[src/core/cgr_pkg.sv]
package cgr_pkg;

   // ----------------------------------------------------------------
   // register addresses (13-bit serial address space)
   // ----------------------------------------------------------------
   localparam logic [12:0] ADDR_SERIAL_SETUP   = 13'h000;
   localparam logic [12:0] ADDR_SPARE_ONE      = 13'h001;
   localparam logic [12:0] ADDR_HELD_BACK_TWO  = 13'h002;
   localparam logic [12:0] ADDR_DEVICE_ID      = 13'h003;
   localparam logic [12:0] ADDR_READBACK_SEL   = 13'h004;
   localparam logic [12:0] ADDR_CUST_VER_LOW   = 13'h005;
   localparam logic [12:0] ADDR_CUST_VER_HIGH  = 13'h006;
   localparam logic [12:0] ADDR_SPARE_FIRST    = 13'h007;
   localparam logic [12:0] ADDR_SPARE_LAST     = 13'h00f;
   localparam logic [12:0] ADDR_PFD_PUMP       = 13'h010;
   localparam logic [12:0] ADDR_REF_DIV_LOW    = 13'h011;
   localparam logic [12:0] ADDR_REF_DIV_HIGH   = 13'h012;
   localparam logic [12:0] ADDR_STEP           = 13'h001;

   // ----------------------------------------------------------------
   // field positions
   // ----------------------------------------------------------------
   localparam int SETUP_SDO_HI    = 7;
   localparam int SETUP_LSBF_HI   = 6;
   localparam int SETUP_SRST_HI   = 5;
   localparam int SETUP_SRST_LO   = 2;
   localparam int SETUP_LSBF_LO   = 1;
   localparam int SETUP_SDO_LO    = 0;
   localparam int READBACK_BIT    = 0;
   localparam int REF_DIV_WIDTH   = 14;
   localparam int INSTR_RW_BIT    = 15;

   // ----------------------------------------------------------------
   // reset values and serial framing counts
   // ----------------------------------------------------------------
   localparam logic [7:0]  SETUP_RST      = 8'h00;
   localparam logic        READBACK_RST   = 1'b0;
   localparam logic [7:0]  PFD_PUMP_RST   = 8'h7d;
   localparam logic [13:0] REF_DIV_RST    = 14'h0001;
   localparam logic [15:0] CUST_VER_RST   = 16'h0000;
   localparam logic [3:0]  INSTR_LAST_BIT = 4'hf;
   localparam logic [3:0]  BYTE_LAST_BIT  = 4'h7;

   // one bank of loop settings, held twice: buffered and active
   typedef struct packed {
      logic [7:0]  pfdPump;
      logic [13:0] refDiv;
      logic [15:0] custVer;
   } cgr_bank_t;

   localparam cgr_bank_t BANK_RST = '{pfdPump: PFD_PUMP_RST, refDiv: REF_DIV_RST,
                                      custVer: CUST_VER_RST};

   // serial engine states, gray along idle -> instruction -> data
   typedef enum logic [1:0] {
      ST_IDLE  = 2'b00,
      ST_INSTR = 2'b01,
      ST_DATA  = 2'b11
   } cgr_spi_state_t;

endpackage : cgr_pkg

[src/core/cgr_reg_front.sv]
// What this block does
// RQ1: A write to an address outside the map changes no state at all.
// RQ2: Writes to unused addresses or unused bit positions have no effect.
// RQ3: In I2C mode the setup byte has soft reset at bits 5 and 2, self-clearing, all else unused.
// RQ4: Bit 0 of readback select makes reads return the active bank instead of the buffer.
// RQ5: The 16-bit customer version sits low byte first at 0x005 and 0x006, high byte reset zero.
// RQ6: The 14-bit reference divider splits over 0x011 and 0x012, bits 7:6 unused, low byte reset 1.
// RQ7: In SPI mode the setup byte mirrors output enable 7/0, bit order 6/1 and soft reset 5/2.
`timescale 1ns/1ps

// ----------------------------------------------------------------
// pin filter: three flops, a change counts once stages two and three agree
// ----------------------------------------------------------------
module cgr_pin_filter #(
   parameter logic RST_LEVEL = 1'b0
) (
   // clock and reset
   input  logic clk_sys,
   input  logic rstn,
   // pin and filtered level
   input  logic pin,
   output logic level
);
   logic [2:0] stg;   // stage one is stg[0], read only by stage two

   // a one-cycle glitch never reaches level, at the cost of four cycles of delay
   always_ff @(posedge clk_sys or negedge rstn) begin
      if (!rstn) begin
         stg   <= {3{RST_LEVEL}};
         level <= RST_LEVEL;
      end else begin
         stg   <= {stg[1:0], pin};
         level <= (stg[1] == stg[2]) ? stg[2] : level;
      end
   end
endmodule : cgr_pin_filter

// ----------------------------------------------------------------
// register front end with serial slave
// ----------------------------------------------------------------
module cgr_reg_front #(
   parameter logic [7:0] DEVICE_ID = 8'h5a   // arbitrary value
) (
   // clock and reset
   input  logic               clk_sys,
   input  logic               rstn,
   // serial port pins
   input  logic               sclk,
   input  logic               csbN,
   input  logic               sdioIn,
   output logic               sdioOut,
   output logic               sdioOen,
   output logic               sdoOut,
   output logic               sdoOen,
   // mode strap, high selects I2C layout of the setup byte
   input  logic               i2cMode,
   // bank transfer pulse and active settings
   input  logic               ioUpdate,
   output cgr_pkg::cgr_bank_t activeBank
);

   // ----------------------------------------------------------------
   // pin inputs
   // ----------------------------------------------------------------
   logic sclkF;
   logic csbF;
   logic sdioF;
   logic i2cF;
   cgr_pin_filter #(.RST_LEVEL(1'b0)) u_sclk (.clk_sys(clk_sys), .rstn(rstn), .pin(sclk),
                                              .level(sclkF));
   cgr_pin_filter #(.RST_LEVEL(1'b1)) u_csb  (.clk_sys(clk_sys), .rstn(rstn), .pin(csbN),
                                              .level(csbF));
   cgr_pin_filter #(.RST_LEVEL(1'b0)) u_sdio (.clk_sys(clk_sys), .rstn(rstn), .pin(sdioIn),
                                              .level(sdioF));
   cgr_pin_filter #(.RST_LEVEL(1'b0)) u_i2c  (.clk_sys(clk_sys), .rstn(rstn), .pin(i2cMode),
                                              .level(i2cF));
   // ----------------------------------------------------------------
   // state
   // ----------------------------------------------------------------
   cgr_pkg::cgr_spi_state_t state;
   logic                    sclkD;
   logic [3:0]              bitCnt;
   logic [15:0]             rxShift;
   logic [7:0]              txShift;
   logic                    txBit;
   logic                    driveOn;
   logic                    isRead;
   logic [12:0]             addr;
   logic                    sdoActive;
   logic                    lsbFirst;
   logic                    readbackActive;
   cgr_pkg::cgr_bank_t      bufBank;
   // edges only count inside a frame
   wire sclkRise = sclkF & ~sclkD & ~csbF;
   wire sclkFall = ~sclkF & sclkD & ~csbF;
   wire [12:0] nextAddr = lsbFirst ? addr + cgr_pkg::ADDR_STEP : addr - cgr_pkg::ADDR_STEP;
   // ----------------------------------------------------------------
   // write decode
   // ----------------------------------------------------------------
   // a write lands only on the last bit of each data byte
   wire       wrEn       = (state == cgr_pkg::ST_DATA) & sclkRise & ~isRead &
                           (bitCnt == cgr_pkg::BYTE_LAST_BIT);
   wire [7:0] wrData     = {rxShift[6:0], sdioF};
   wire       hitSetup   = wrEn & (addr == cgr_pkg::ADDR_SERIAL_SETUP);
   wire       hitRb      = wrEn & (addr == cgr_pkg::ADDR_READBACK_SEL);
   wire       hitCvLow   = wrEn & (addr == cgr_pkg::ADDR_CUST_VER_LOW);
   wire       hitCvHigh  = wrEn & (addr == cgr_pkg::ADDR_CUST_VER_HIGH);
   wire       hitPump    = wrEn & (addr == cgr_pkg::ADDR_PFD_PUMP);
   wire       hitRdLow   = wrEn & (addr == cgr_pkg::ADDR_REF_DIV_LOW);
   wire       hitRdHigh  = wrEn & (addr == cgr_pkg::ADDR_REF_DIV_HIGH);
   // RQ3 RQ7 soft reset bits
   wire       softReset  = hitSetup & (wrData[cgr_pkg::SETUP_SRST_HI] |
                                       wrData[cgr_pkg::SETUP_SRST_LO]);
   // RQ7 mirrored control bits
   wire       setupWr    = hitSetup & ~softReset & ~i2cF;
   wire       next_sdo   = wrData[cgr_pkg::SETUP_SDO_HI] | wrData[cgr_pkg::SETUP_SDO_LO];
   wire       next_lsbf  = wrData[cgr_pkg::SETUP_LSBF_HI] | wrData[cgr_pkg::SETUP_LSBF_LO];
   // ----------------------------------------------------------------
   // read selection
   // ----------------------------------------------------------------
   // RQ4 bank chosen for reads
   cgr_pkg::cgr_bank_t rdBank;
   assign rdBank = readbackActive ? activeBank : bufBank;
   // RQ3 RQ7 setup readback, soft reset always reads zero
   wire [7:0] setupRead = i2cF ? 8'h00 : {sdoActive, lsbFirst, 4'h0, lsbFirst, sdoActive};
   // RQ2 unused and reserved bytes read zero
   wire [7:0] rdByte =
      (addr == cgr_pkg::ADDR_SERIAL_SETUP)  ? setupRead :
      (addr == cgr_pkg::ADDR_DEVICE_ID)     ? DEVICE_ID :
      (addr == cgr_pkg::ADDR_READBACK_SEL)  ? {7'h00, readbackActive} :
      (addr == cgr_pkg::ADDR_CUST_VER_LOW)  ? rdBank.custVer[7:0] :
      (addr == cgr_pkg::ADDR_CUST_VER_HIGH) ? rdBank.custVer[15:8] :
      (addr == cgr_pkg::ADDR_PFD_PUMP)      ? rdBank.pfdPump :
      (addr == cgr_pkg::ADDR_REF_DIV_LOW)   ? rdBank.refDiv[7:0] :
      (addr == cgr_pkg::ADDR_REF_DIV_HIGH)  ? {2'h0, rdBank.refDiv[13:8]} : 8'h00;

   // ----------------------------------------------------------------
   // serial engine
   // ----------------------------------------------------------------
   // shift in on rising sclk, frame aborts whenever chip select rises
   always_ff @(posedge clk_sys or negedge rstn) begin
      if (!rstn) begin
         state   <= cgr_pkg::ST_IDLE;
         sclkD   <= 1'b0;
         bitCnt  <= 4'h0;
         rxShift <= 16'h0000;
         isRead  <= 1'b0;
         addr    <= 13'h0000;
      end else begin
         sclkD <= sclkF;
         if (csbF) begin
            state  <= cgr_pkg::ST_IDLE;
            bitCnt <= 4'h0;
         end else begin
            case (state)
               cgr_pkg::ST_IDLE: begin
                  state <= cgr_pkg::ST_INSTR;
               end
               cgr_pkg::ST_INSTR: begin
                  if (sclkRise) begin
                     rxShift <= {rxShift[14:0], sdioF};
                     bitCnt  <= bitCnt + 4'h1;
                     if (bitCnt == cgr_pkg::INSTR_LAST_BIT) begin
                        isRead <= rxShift[cgr_pkg::INSTR_RW_BIT - 1];
                        addr   <= {rxShift[11:0], sdioF};
                        state  <= cgr_pkg::ST_DATA;
                     end
                  end
               end
               default: begin
                  if (sclkRise) begin
                     rxShift <= {rxShift[14:0], sdioF};
                     if (bitCnt == cgr_pkg::BYTE_LAST_BIT) begin
                        bitCnt <= 4'h0;
                        addr   <= nextAddr;
                     end else begin
                        bitCnt <= bitCnt + 4'h1;
                     end
                  end
               end
            endcase
         end
      end
   end
   // shift out on falling sclk, a new byte is fetched at each byte start
   always_ff @(posedge clk_sys or negedge rstn) begin
      if (!rstn) begin
         txShift <= 8'h00;
         txBit   <= 1'b0;
         driveOn <= 1'b0;
         sdoOen  <= 1'b1;
         sdioOen <= 1'b1;
      end else begin
         if (csbF) begin
            driveOn <= 1'b0;
         end else if (sclkFall & isRead & (state == cgr_pkg::ST_DATA)) begin
            driveOn <= 1'b1;
            txBit   <= (bitCnt == 4'h0) ? rdByte[7] : txShift[7];
            txShift <= (bitCnt == 4'h0) ? {rdByte[6:0], 1'b0} : {txShift[6:0], 1'b0};
         end
         // enables low while driving; three-wire reads use sdio
         sdoOen  <= ~(driveOn & ~csbF & sdoActive);
         sdioOen <= ~(driveOn & ~csbF & ~sdoActive);
      end
   end
   assign sdoOut  = txBit;
   assign sdioOut = txBit;
   // ----------------------------------------------------------------
   // register bank
   // ----------------------------------------------------------------
   // RQ1 only decoded hits and the ioUpdate transfer update state
   always_ff @(posedge clk_sys or negedge rstn) begin
      if (!rstn) begin
         sdoActive      <= cgr_pkg::SETUP_RST[cgr_pkg::SETUP_SDO_HI];
         lsbFirst       <= cgr_pkg::SETUP_RST[cgr_pkg::SETUP_LSBF_HI];
         readbackActive <= cgr_pkg::READBACK_RST;
         bufBank        <= cgr_pkg::BANK_RST;
         activeBank     <= cgr_pkg::BANK_RST;
      end else if (softReset) begin
         // RQ3 soft reset restores defaults
         sdoActive      <= cgr_pkg::SETUP_RST[cgr_pkg::SETUP_SDO_HI];
         lsbFirst       <= cgr_pkg::SETUP_RST[cgr_pkg::SETUP_LSBF_HI];
         readbackActive <= cgr_pkg::READBACK_RST;
         bufBank        <= cgr_pkg::BANK_RST;
         activeBank     <= cgr_pkg::BANK_RST;
      end else begin
         if (setupWr) begin
            sdoActive <= next_sdo;
            lsbFirst  <= next_lsbf;
         end
         // RQ4 single select bit
         if (hitRb) readbackActive <= wrData[cgr_pkg::READBACK_BIT];
         // RQ5 version bytes
         if (hitCvLow) bufBank.custVer[7:0] <= wrData;
         if (hitCvHigh) bufBank.custVer[15:8] <= wrData;
         if (hitPump) bufBank.pfdPump <= wrData;
         // RQ6 divider bytes, top two bits dropped
         if (hitRdLow) bufBank.refDiv[7:0] <= wrData;
         if (hitRdHigh) bufBank.refDiv[13:8] <= wrData[5:0];
         // transfer takes the buffer as it stood before this edge
         if (ioUpdate) activeBank <= bufBank;
      end
   end

   // ----------------------------------------------------------------
   // checks
   // ----------------------------------------------------------------
   wire mapped = (addr <= cgr_pkg::ADDR_READBACK_SEL) | (addr == cgr_pkg::ADDR_CUST_VER_LOW) |
                 (addr == cgr_pkg::ADDR_CUST_VER_HIGH) | (addr >= cgr_pkg::ADDR_PFD_PUMP &
                 addr <= cgr_pkg::ADDR_REF_DIV_HIGH);

   property p_unmapped;
      @(posedge clk_sys) disable iff (!rstn)
      (wrEn & ~mapped & ~ioUpdate) |=> $stable(bufBank) && $stable(activeBank) &&
                                       $stable(readbackActive) && $stable(sdoActive);
   endproperty
   a_unmapped: assert property (p_unmapped) else $error("unmapped write changed state"); // RQ1
   property p_rb_unused;
      @(posedge clk_sys) disable iff (!rstn)
      (hitRb & ~softReset) |=> readbackActive == $past(wrData[0]) && $stable(bufBank);
   endproperty
   a_rb_unused: assert property (p_rb_unused) else $error("readback write wrong"); // RQ2
   property p_soft_reset;
      @(posedge clk_sys) disable iff (!rstn)
      softReset |=> (bufBank == cgr_pkg::BANK_RST) && (activeBank == cgr_pkg::BANK_RST) &&
                    !readbackActive && (setupRead == 8'h00);
   endproperty
   a_soft_reset: assert property (p_soft_reset) else $error("soft reset incomplete"); // RQ3
   property p_i2c_setup;
      @(posedge clk_sys) disable iff (!rstn)
      (hitSetup & i2cF & ~softReset) |=> $stable(sdoActive) && $stable(lsbFirst);
   endproperty
   a_i2c_setup: assert property (p_i2c_setup) else $error("i2c unused bit took effect"); // RQ3
   property p_readback_bank;
      @(posedge clk_sys) disable iff (!rstn)
      (addr == cgr_pkg::ADDR_PFD_PUMP) |->
         rdByte == (readbackActive ? activeBank.pfdPump : bufBank.pfdPump);
   endproperty
   a_readback_bank: assert property (p_readback_bank) else $error("wrong bank read"); // RQ4
   property p_cust_ver;
      @(posedge clk_sys) disable iff (!rstn)
      (hitCvHigh & ~ioUpdate) |=> bufBank.custVer[15:8] == $past(wrData) &&
                                  $stable(bufBank.custVer[7:0]);
   endproperty
   a_cust_ver: assert property (p_cust_ver) else $error("version high byte wrong"); // RQ5
   property p_ref_div;
      @(posedge clk_sys) disable iff (!rstn)
      hitRdHigh |=> bufBank.refDiv[13:8] == $past(wrData[5:0]) &&
                    $stable(bufBank.refDiv[7:0]);
   endproperty
   a_ref_div: assert property (p_ref_div) else $error("divider high byte wrong"); // RQ6
   property p_mirror;
      @(posedge clk_sys) disable iff (!rstn)
      setupWr |=> sdoActive == $past(next_sdo) && lsbFirst == $past(next_lsbf) &&
                  (setupRead[7] == setupRead[0]) && (setupRead[6] == setupRead[1]);
   endproperty
   a_mirror: assert property (p_mirror) else $error("setup mirror wrong"); // RQ7
endmodule : cgr_reg_front

[config.mk]
export PLATFORM = sky130hd
export DESIGN_NAME = cgr_reg_front
export DESIGN_NICKNAME = d
export VERILOG_FILES = /design/src/core/cgr_pkg.sv /design/src/core/cgr_reg_front.sv
export SDC_FILE = /design/constraint.sdc
export NUM_CORES = 1
export LEC_CHECK = 0
export BUFFER_PORTS_ARGS = -buffer_cell sky130_fd_sc_hd__clkbuf_2
export CAP_MARGIN = 0
export CELL_PAD_IN_SITES_DETAIL_PLACEMENT = 0
export CELL_PAD_IN_SITES_GLOBAL_PLACEMENT = 2
export CORE_MARGIN = 1.5
export CORE_UTILIZATION = 43
export DETAILED_ROUTE_END_ITERATION = 10
export GPL_ROUTABILITY_DRIVEN = 0
export GPL_TIMING_DRIVEN = 0
export PLACE_DENSITY_LB_ADDON = 0.2
export SYNTH_ARGS = -nofsm -noshare
export SYNTH_HDL_FRONTEND = slang
export SYNTH_HIERARCHICAL = 1
export SYNTH_SLANG_ARGS = --single-unit
[constraint.sdc]
create_clock -name clk_sys -period 6 [get_ports clk_sys]
set_input_delay 0.3 -clock clk_sys [delete_from_list [all_inputs] [get_ports clk_sys]]
set_output_delay 0.3 -clock clk_sys [all_outputs]
set_load 0.01 [all_outputs]
==> results of run 1 <==
[final cells by class]
class,count,area (sq um),share of cell area (%)
flip-flops and latches,142,3580,42.3
inverters,10,37.5,0.443
well taps,220,275,3.25
clock inverters,15,160,1.89
multi-input cells,507,3460,40.8
repair buffers,53,322,3.80
plain buffers,38,211,2.50
clock buffers,17,425,5.03
[through the flow]
stage / utilization, % / total power (uW) / worst slack (ps) / hold slack (ps)
6_report: 51.0 / 2240 / 2850 / 343
5_1_grt: 51.0 / 2320 / 2710 / 360
4_1_cts: 51.0 / 2260 / 2920 / 346
3_5_place_dp: 47.2 / 1200 / 2940 / 335
3_3_place_gp: 47.0 / 1190 / 2280 / 334
2_1_floorplan: - / 1100 / 3710 / 4.41
[metal layers]
metal  track usage [%]  vias to the layer above  part of all wire (%)
met5                 0                        -                     0
met4              8.33                        0                   2.7
met3              5.21                       35                   5.0
met2              36.0                      165                    44
met1              34.0                     2783                    48
li1                  -                     2636                     -
[final timing paths]
check | cells past startpoint | slack [ps] | endpoint
min in group asynchronous | 2 | 450 | activeBank[9]
worst min register to register | 0 | 340 | u_i2c/stg[1]
worst max register to register | 7 | 2850 | bufBank[11]
worst max-delay path | 7 | 2850 | bufBank[11]
worst min-delay path | 0 | 340 | u_i2c/stg[1]
max in group asynchronous | 3 | 4750 | u_csb/stg[0]
[cells in the final DEF, fill, tap and decap left out, types with 5 or more instances in the layout]
cell / count
nand2b_1: 11
clkbuf_16: 17
o21ai_0: 35
mux2_2: 24
o22ai_1: 5
clkbuf_1: 19
buf_2: 8
clkbuf_2: 46
inv_1: 10
nor2b_1: 6
ha_1: 13
nor3_1: 10
a211oi_1: 7
a21oi_1: 40
dfrtp_1: 122
nand3_1: 17
o31ai_1: 7
nand2_1: 64
inv_6: 5
nor2_1: 88
dfstp_2: 20
xor2_1: 6
a21o_1: 7
dlygate4sd3_1: 5
and3_1: 6
mux2i_1: 87
[state kept, by name (all words and copies together), names as in the netlist, 2 cells and up]
register    count
addr           13
state           2
bufBank        38
bitCnt          4
u_sdio/stg      3
activeBank     38
u_i2c/stg       3
rxShift        15
txShift         7
u_csb/stg       3
u_sclk/stg      3
[logic make-up (layout without fill, tap and decap cells)]
| logic type | count (synthesis) | after routing | share of synthesized area [%] |
|---|---|---|---|
| AOI/OAI and AO/OA | 129 | 129 | 10.8 |
| xor gates and xnor gates | 10 | 10 | 1.20 |
| adders and majority gates | 18 | 18 | 3.13 |
| buffers and inverters | 48 | 133 | 3.42 |
| DFF | 142 | 142 | 49.1 |
| muxes | 115 | 115 | 16.9 |
| and+or+nand+nor | 235 | 235 | 15.5 |
[repair_timing]
item	in CTS	in global routing
endpoints found under the hold margin	61	0
setup buffers	0	0
hold buffers	5	0
[power by group through the flow]
stage          combinational, uW  clock [uW]  sequential (uW)
6_report                     142        1060             1040
5_1_grt                      154        1120             1050
4_1_cts                      143        1070             1040
3_5_place_dp                 140           0             1060
3_3_place_gp                 134           0             1060
2_1_floorplan               77.9           0             1030
==> results.ini, run 1 <==
[grt]
antenna_found_initial = 0
grt_pass1_vias = 5520
grt_overflow = 0
globalRouteTotalUtil_pct = 23.8
grt_pass1_wl_mm = 31.9
grt_max_degree = 73

[drt]
drtIter0Drc = 385
wl_per_cell_um = 20.1
postRouteAntennaNets = 0
vias = 5619
drt_pass1_iterations = 5
drc_errors = 0
vias_per_cell = 5.61
wirelength_mm = 20.1

[sta]
rsz0062_at_grt = false
fin_skew_ps = 11.2
worstMarginPinSlew_ps = 1160
tns_ps = 0
setup_viol = 0
fin_crit_sh_pct = 52.6
final_hold_viol_count = 0
slew_viol_final = 0
slew_headroom_pct = 21.7
fin_crit_ps = 3150
fmax_ghz = 0.317

[cells_and_area]
nets = 790
layout.cells.non_filler = 1002
postLayoutCellArea_sq_mm = 0.00847
diodes = 0
layout-drive-gt1-share_pct = 20.6
final.fill_count = 1555
area_delta_synth_final_pct = 16.2

[floorplan]
io_pins = 49
core-area_sq_mm = 0.0166
die_h_um = 133
placementRows = 47
die_x_um = 133
initial_core_util_pct = 43.9
die_area_sq_mm = 0.0177

[yosys]
synth.distinct_cells = 65
synth_top_area_cell = dfrtp_1
yosysSeqAreaShare_pct = 49.1
synth_top_area_share_pct = 41.9
ys_warn_count = 6
syn_inst = 697
ys_top_cells_by_area = dfrtp_1, mux2i_1, dfstp_2
async_flop_share_pct = 100
ys_top_cells_by_count = dfrtp_1, nor2_1, mux2i_1
syn_area_per_cell_sq_um = 10.4
synth_nets = 718
synthesis.area_sq_mm = 0.00728
synth.ff_latch_count = 142
synth_flop_cell = dfrtp_1
synth-edff-count = 0
yosysMostFrequentCell = dfrtp_1

[critical_path]
critPathRequiredTime_ps = 6280
critical_path.startpoint = bitCnt[1]
worstPathArrival_ps = 3440
path_max_fanout = 10
cpPeakStageDelay_ps = 960
critPathMostFrequentCell = nor2_1
rr_startpoint = bitCnt[1]
critical_path.slowest_cell = nor4_1
endpoint_kind = register
startpoint_type = register
crit_family = simple AND/OR/NAND/NOR gates
crit_chain = ha_1 > nand4b_1 > nor4_1 > nand3_1 > nor2_1 > clkbuf_1 > nor2_1
cp_num_buf_inv = 1
critPathKind = reg2reg

[power_and_ir_drop]
pwr-share-comb_pct = 6.3
intPower_uw = 1650
power.density_mw_per_mm2 = 264
p_leak_uw = 0.00413
seqPwrFrac_pct = 46.5
clkPwrFrac_pct = 47.1
switchingPower_uw = 589
ir_drop_uv = 200
sw_frac_of_total_pct = 26.3

[placed_design]
port_buffers = 47
dp_hpwl_mm = 14.1
placed_cells = 965
placed_area_sq_mm = 0.00783

[clock_tree]
cts_root_buf = clkbuf_16
clockBufferDepth = 2
cts_tree = done
clk_pin_slew_ps = 60
cts_made_buffers = 17
ctsResizeCount = 0
clock-sinks = 142
clk_latency_ps = 430
htreeDepth = 4

[hold_path]
min-delay-start = u_i2c/stg[0]
hold_path_class = reg2reg

[outcome]
status = finished, final reports clean

[run]
maxCapViolCount = 0

Note: power is estimated with default switching activity, not from simulation.
==> run 2, diff against run 1 <==
Settings changed: ABC_AREA from default to 1, CORE_UTILIZATION 43 to 33.
Clock period 6 ns to 2.89 ns, I/O delays scaled along.
==> run 2 against run 1 <==
Effect of this change:
- power rose to 2.8 times the previous value
- clock skew about the same
- flip-flop and latch count unchanged
- count of clock-buffer cells in the layout rose by 3
- cell count increased by 29%
- sequential share of layout area fell by 0.99 points
- first-iteration DRC count grew 12%
- worst setup slack lost 2300 ps
- synthesized cell count increased by 32%
- largest power group is now registers
==> results.ini, run 2 <==
[outcome]
status = finished, final reports clean

[clock_tree]
cts_root_buf = clkbuf_16
htreeDepth = 4  ; unchanged
clk_latency_ps = 440  ; about the same
post_cts_buffers = 0  ; unchanged
clock-sinks = 142  ; unchanged
clockBufferDepth = 2  ; unchanged
clk_pin_slew_ps = 70  ; about the same
cts_made_buffers = 17  ; unchanged
cts_tree = done

[yosys]
syn_area_per_cell_sq_um = 8.01  ; -23%
yosysMostFrequentCell = nand2_1
async_flop_share_pct = 100  ; unchanged
syn_inst = 923  ; +32%
synth_top_area_share_pct = 41.3  ; -0.65 points
synth.distinct_cells = 47  ; -28%
synth_top_area_cell = dfrtp_1
ys_top_cells_by_area = dfrtp_1, nand2_1, dfstp_2
synth-edff-count = 0  ; unchanged
synthesis.area_sq_mm = 0.00740  ; +1.6%
synth_flop_cell = dfrtp_1
synth_nets = 944  ; +31%
ys_warn_count = 6  ; unchanged
synth.ff_latch_count = 142  ; unchanged
yosysSeqAreaShare_pct = 48.4  ; -0.76 points
ys_top_cells_by_count = nand2_1, dfrtp_1, inv_1

[sta]
worstMarginPinSlew_ps = 761  ; -403 ps
slew_viol_final = 0  ; unchanged
fin_crit_sh_pct = 82.7  ; +30 points
fmax_ghz = 0.419  ; +32%
slew_headroom_pct = 48.8  ; +27 points
setup_viol = 0  ; unchanged
rsz0062_at_grt = false
fin_crit_ps = 2390  ; -766 ps
final_hold_viol_count = 0  ; unchanged
fin_hold_ws_ps = 23.6  ; -319 ps
fin_skew_ps = 11.1  ; -0.0693 ps

[floorplan]
die_area_sq_mm = 0.0233  ; +32%
die_h_um = 153  ; +15%
core-area_sq_mm = 0.0219  ; +32%
io_pins = 49  ; unchanged
initial_core_util_pct = 33.8  ; -10 points
die_x_um = 153  ; +15%
placementRows = 54  ; +15%

[grt]
grt_pass1_wl_mm = 34.7  ; +8.8%
grt_overflow = 0  ; unchanged
grt_pass1_vias = 6092  ; +10%
antenna_found_initial = 0  ; unchanged
globalRouteTotalUtil_pct = 19.3  ; -4.5 points
grt_max_degree = 74  ; +1.4%

[drt]
postRouteAntennaNets = 0  ; unchanged
drtIter0Drc = 431  ; +12%
vias_per_cell = 4.84  ; -14%
drc_errors = 0  ; unchanged
vias = 6243  ; +11%
wl_per_cell_um = 17.1  ; -15%
drt_pass1_iterations = 4  ; -1
wirelength_mm = 22.0  ; +9.4%

[critical_path]
critPathMostFrequentCell = o21ai_0
crit_family = compound AO/OA/AOI/OAI gates
critPathKind = reg2reg
cpPeakStageDelay_ps = 440  ; -520 ps
critPathRequiredTime_ps = 3190  ; -3090 ps
worstPathArrival_ps = 2690  ; -750 ps
path_max_fanout = 13  ; +3
r2r_slack_ps = 500  ; -2340 ps
cp_num_buf_inv = 1  ; unchanged
rr_startpoint = lsbFirst
endpoint_kind = register
startpoint_type = register
crit_chain = inv_1 > ha_1 > a21oi_1 > o21ai_0 > a21oi_1 > xnor2_1 > o21ai_0 > o21ai_0
critical_path.startpoint = lsbFirst
critical_path.slowest_cell = dfrtp_1

[cells_and_area]
reg_top3 = activeBank (38), bufBank (38), rxShift (15)
final.fill_count = 2329  ; +50%
final_util_pct = 39.6  ; -11 points
layout.cells.non_filler = 1289  ; +29%
diodes = 0  ; unchanged
layout-drive-gt1-share_pct = 15.9  ; -4.7 points
postLayoutCellArea_sq_mm = 0.00867  ; +2.4%
layout_commonest_cell = nand2_1
final_cell_mix = nand2_1, dfrtp_1, inv_1
nets = 1017  ; +29%
multiInputGateArea_sq_mm = 0.00313  ; -9.4%
ff_latch_area_sq_mm = 0.00358  ; unchanged
area_delta_synth_final_pct = 17.2

[hold_path]
hold_path_class = in2reg
min-delay-start = ioUpdate

[placed_design]
placed_cells = 1252  ; +30%
port_buffers = 48  ; +2.1%
dp_hpwl_mm = 16.2  ; +15%
placed_area_sq_mm = 0.00802  ; +2.5%

[run]
maxCapViolCount = 0  ; unchanged

[power_and_ir_drop]
ir_drop_uv = 421  ; +110%
power.density_mw_per_mm2 = 728  ; +180%
p_leak_uw = 0.00413  ; about the same

[run 2: cell types whose count changed in the layout (fill, tap and decap cells not counted), moves of 13 or more]
cell | before | now
o21ai_1 | 3 | 29
a31oi_1 | 4 | 31
nor2_2 | 0 | 13
o21ai_0 | 35 | 90
inv_1 | 10 | 117
mux2i_1 | 87 | 3
nand2_1 | 64 | 204
nand3_1 | 17 | 43
mux2_2 | 24 | 0
[run 2: tightest hold or removal path, stage by stage]
cell and delay (ps):
clkbuf_2 130, nand2_1 60, o21ai_0 60, nand2_1 50
[run 2: kinds of logic (layout without fill, tap and decap cells)]
family                     after synthesis  in the layout  share of synthesized area, %
DFF                                    142            142                          48.4
AOI/OAI and AO/OA                      221            221                          16.7
adders and majority gates               14             14                          2.47
and+or+nand+nor                        369            369                          21.5
xor gates and xnor gates                10             10                          1.18
buffers and inverters                  164            250                          9.29
muxes                                    3              3                         0.406
[run 2: final cells by class]
| type | count | share of cell area (%) |
|---|---|---|
| flip-flops and latches | 142 | 41.3 |
| multi-input cells | 617 | 36.1 |
| inverters | 131 | 5.76 |
| clock buffers | 20 | 5.27 |
| well taps | 280 | 4.04 |
| repair buffers | 54 | 3.77 |
| plain buffers | 33 | 2.17 |
| clock inverters | 12 | 1.59 |
[run 2: stage by stage]
| stage | TNS, ps | setup slack (ps) | power [uW] |
|---|---|---|---|
| after floorplan | 0 | 1030 | 3570 |
| after global placement | -117960 | -986 | 4130 |
| after detailed placement | 0 | 492 | 4130 |
| after CTS | 0 | 478 | 6390 |
| after global routing | 0 | 339 | 6700 |
| final | 0 | 501 | 6310 |
[run 2: final timing paths]
kind | endpoint | depth (start not counted)
worst max-delay path | addr[7] | 8
worst min-delay path | activeBank[33] | 4
worst max register to register | addr[7] | 8
worst min register to register | u_i2c/stg[1] | 0
max in group asynchronous | sdioOen | 3
min in group asynchronous | activeBank[27] | 2
[run 2: where the power goes]
| group | leakage [uW] | internal (uW) | switching, uW | total (uW) |
|---|---|---|---|---|
| clock | 0.000275 | 1320 | 907 | 2230 |
| sequential | 0.00186 | 2140 | 170 | 2310 |
| combinational | 0.00199 | 549 | 1230 | 1770 |
[run 2: routing by layer]
layer  vias up  part of all wire [%]  wire length [um]  GRT usage [%]
met4         0                   1.7               379           5.68
met1      2920                    48             10500           26.0
li1       3178                     -                 -              -
met2       122                    48             10500           32.1
met3        23                   3.1               687           3.21
met5         -                     0                 0              0
[run 2: what timing repair did]
| action | in CTS | in global routing |
|---|---|---|
| endpoints found under the setup margin | 0 | 0 |
| hold buffers | 5 | 0 |
| resized for setup | 0 | 0 |
| hold endpoints to repair | 69 | 0 |
==> run 3, diff against run 2 <==
Settings changed: CORE_UTILIZATION 33 to 37.
Clock period 2.89 ns to 2.32 ns, I/O delays scaled along.
==> run 3 against run 2 <==
Effect of this change:
- final area grew 0.92%
- clock skew shrank 2.9 ps
- combinational power grew 28%
- sequential power grew 24%
- critical endpoint is now addr[12]
- largest cell class unchanged
- largest power group unchanged
- highest routed layer unchanged
==> results.ini, run 3 (synthesized netlist as in run 2, its figures left out) <==
[outcome]
status = finished, final reports clean

[clock_tree]
clockBufferDepth = 2  ; unchanged
clk_pin_slew_ps = 60  ; about the same
cts_root_buf = clkbuf_16
clk_latency_ps = 430  ; about the same
cts_made_buffers = 17  ; unchanged
cts_tree = done
clock-sinks = 142  ; unchanged
htreeDepth = 4  ; unchanged

[cells_and_area]
postLayoutCellArea_sq_mm = 0.00875  ; +0.92%
final.fill_count = 2089  ; -10%
layout_commonest_cell = nand2_1
nets = 1023  ; +0.59%
area_delta_synth_final_pct = 18.3
ff_latch_area_sq_mm = 0.00358  ; about the same
reg_top3 = activeBank (38), bufBank (38), rxShift (15)
multiInputGateArea_sq_mm = 0.00316  ; +1.0%
layout-drive-gt1-share_pct = 17.3  ; +1.5 points
final_cell_mix = nand2_1, dfrtp_1, inv_1
diodes = 0  ; unchanged

[critical_path]
worstPathArrival_ps = 2490  ; -200 ps
cpPeakStageDelay_ps = 470  ; +30 ps
critical_path.slowest_cell = fa_1
critical_path.startpoint = lsbFirst
cp_num_buf_inv = 2  ; +1
critPathKind = reg2reg
crit_family = simple AND/OR/NAND/NOR gates
timing.reg2reg.worst_path_depth = 11  ; +3
r2r_slack_ps = 130  ; -370 ps
critPathRequiredTime_ps = 2620  ; -570 ps
crit_chain = buf_12 > clkinvlp_4 > fa_1 > nand3_1 > nand2_1 > nand3_1 > nand4_1 > a21oi_1 > o21ai_0 > nand2_1 > o21ai_0
endpoint_kind = register
startpoint_type = register
path_max_fanout = 4  ; -9
rr_startpoint = lsbFirst
worstReg2RegEnd = addr[12]

[drt]
vias = 6193  ; -0.80%
drt_pass1_iterations = 5  ; +1
wirelength_mm = 21.5  ; -2.4%
drtIter0Drc = 499  ; +16%
drc_errors = 0  ; unchanged
postRouteAntennaNets = 0  ; unchanged
wl_per_cell_um = 16.8  ; -1.7%
vias_per_cell = 4.84  ; -0.10%

[floorplan]
core-area_sq_mm = 0.0195  ; -11%
die_area_sq_mm = 0.0208  ; -11%
die_x_um = 144  ; -5.4%
initial_core_util_pct = 37.9  ; +4.1 points
die_h_um = 144  ; -5.4%
io_pins = 49  ; unchanged
placementRows = 51  ; -5.6%

[placed_design]
pre_cts_slack_ps = -98.8  ; -591 ps
port_buffers = 48  ; unchanged
placed_area_sq_mm = 0.00801  ; -0.23%
dp_hpwl_mm = 15.7  ; -3.1%

[sta]
setup_ws_ps = 134  ; -367 ps
rsz0062_at_grt = true
fin_skew_ps = 8.16  ; -2.93 ps
setup_viol = 0  ; unchanged
slew_headroom_pct = 46.2  ; -2.6 points
tns_ps = 0  ; unchanged
fin_hold_ws_ps = 6.25  ; -17.3 ps
fin_crit_sh_pct = 94.2  ; +12 points
fin_crit_ps = 2190  ; -203 ps
worstMarginPinSlew_ps = 799  ; +37.9 ps
final_hold_viol_count = 0  ; unchanged
slew_viol_final = 0  ; unchanged
fmax_ghz = 0.457  ; +9.3%

[power_and_ir_drop]
ir_drop_uv = 590  ; +40%
power.density_mw_per_mm2 = 905  ; +24%
total_power_uw = 7920  ; +26%
p_leak_uw = 0.00417  ; +1.1%

[grt]
grt_overflow = 0  ; unchanged
grt_pass1_vias = 6052  ; -0.66%
globalRouteTotalUtil_pct = 22.2  ; +2.9 points
grt_pass1_wl_mm = 34.3  ; -1.0%
grt_max_degree = 104  ; +41%
antenna_found_initial = 0  ; unchanged

[hold_path]
min_to = activeBank[33]
hold_path_class = in2reg
min_path_cells = 4  ; unchanged
min-delay-start = ioUpdate

[run]
maxCapViolCount = 0  ; unchanged

[run 3: changes by cell type in the layout (fill, tap and decap cells not counted), sizes merged]
cell	delta
clkinv	+1
buf	+5
[run 3: repair_timing]
action	4_1_cts	5_1_grt
cloned	0	1
setup buffers	2	3
resized for setup	1	10
hold buffers	5	0
hold endpoints to repair	43	0
endpoints found under the setup margin	2	13
[run 3: per-layer routing]
layer	GRT usage [%]	part of all wire, %
met3	4.64	3.1
met1	30.4	48
met5	0	0
met2	35.4	47
met4	6.75	1.9
[run 3: worst max path at each step]
stage,to,cells after the start
after global routing,addr[12],11
after floorplan,addr[12],10
after detailed placement,addr[12],10
after global placement,u_sclk/stg[0],1
after CTS,addr[12],11
final,addr[12],11
[run 3: power by group]
part | leakage (uW) | internal, uW | switching [uW]
registers | 0.00186 | 2660 | 212
clock network | 0.000289 | 1670 | 1110
logic | 0.00202 | 706 | 1550
[run 3: stage by stage]
stage / utilization (%) / cells
2_1_floorplan: - / 923
3_3_place_gp: 40.8 / 1236
3_5_place_dp: 41.0 / 1237
4_1_cts: 44.4 / 1276
5_1_grt: 44.8 / 1280
6_report: 44.8 / 1280
[run 3: worst min-delay path: stages]
cell and delay [ps]:
clkbuf_2 130, nand2_1 60, o21ai_0 70, nand2_1 60
[run 3: final cells by class]
cell class / count / share of cell area (%)
Tap cell: 265 / 3.79
Clock inverter: 12 / 1.52
Multi-Input combinational cell: 617 / 36.2
Timing Repair Buffer: 59 / 4.30
Timing Repair inverter: 1 / 0.0858
Sequential cell: 142 / 40.9
Inverter: 131 / 5.75
Buffer: 33 / 2.15
Clock buffer: 20 / 5.33
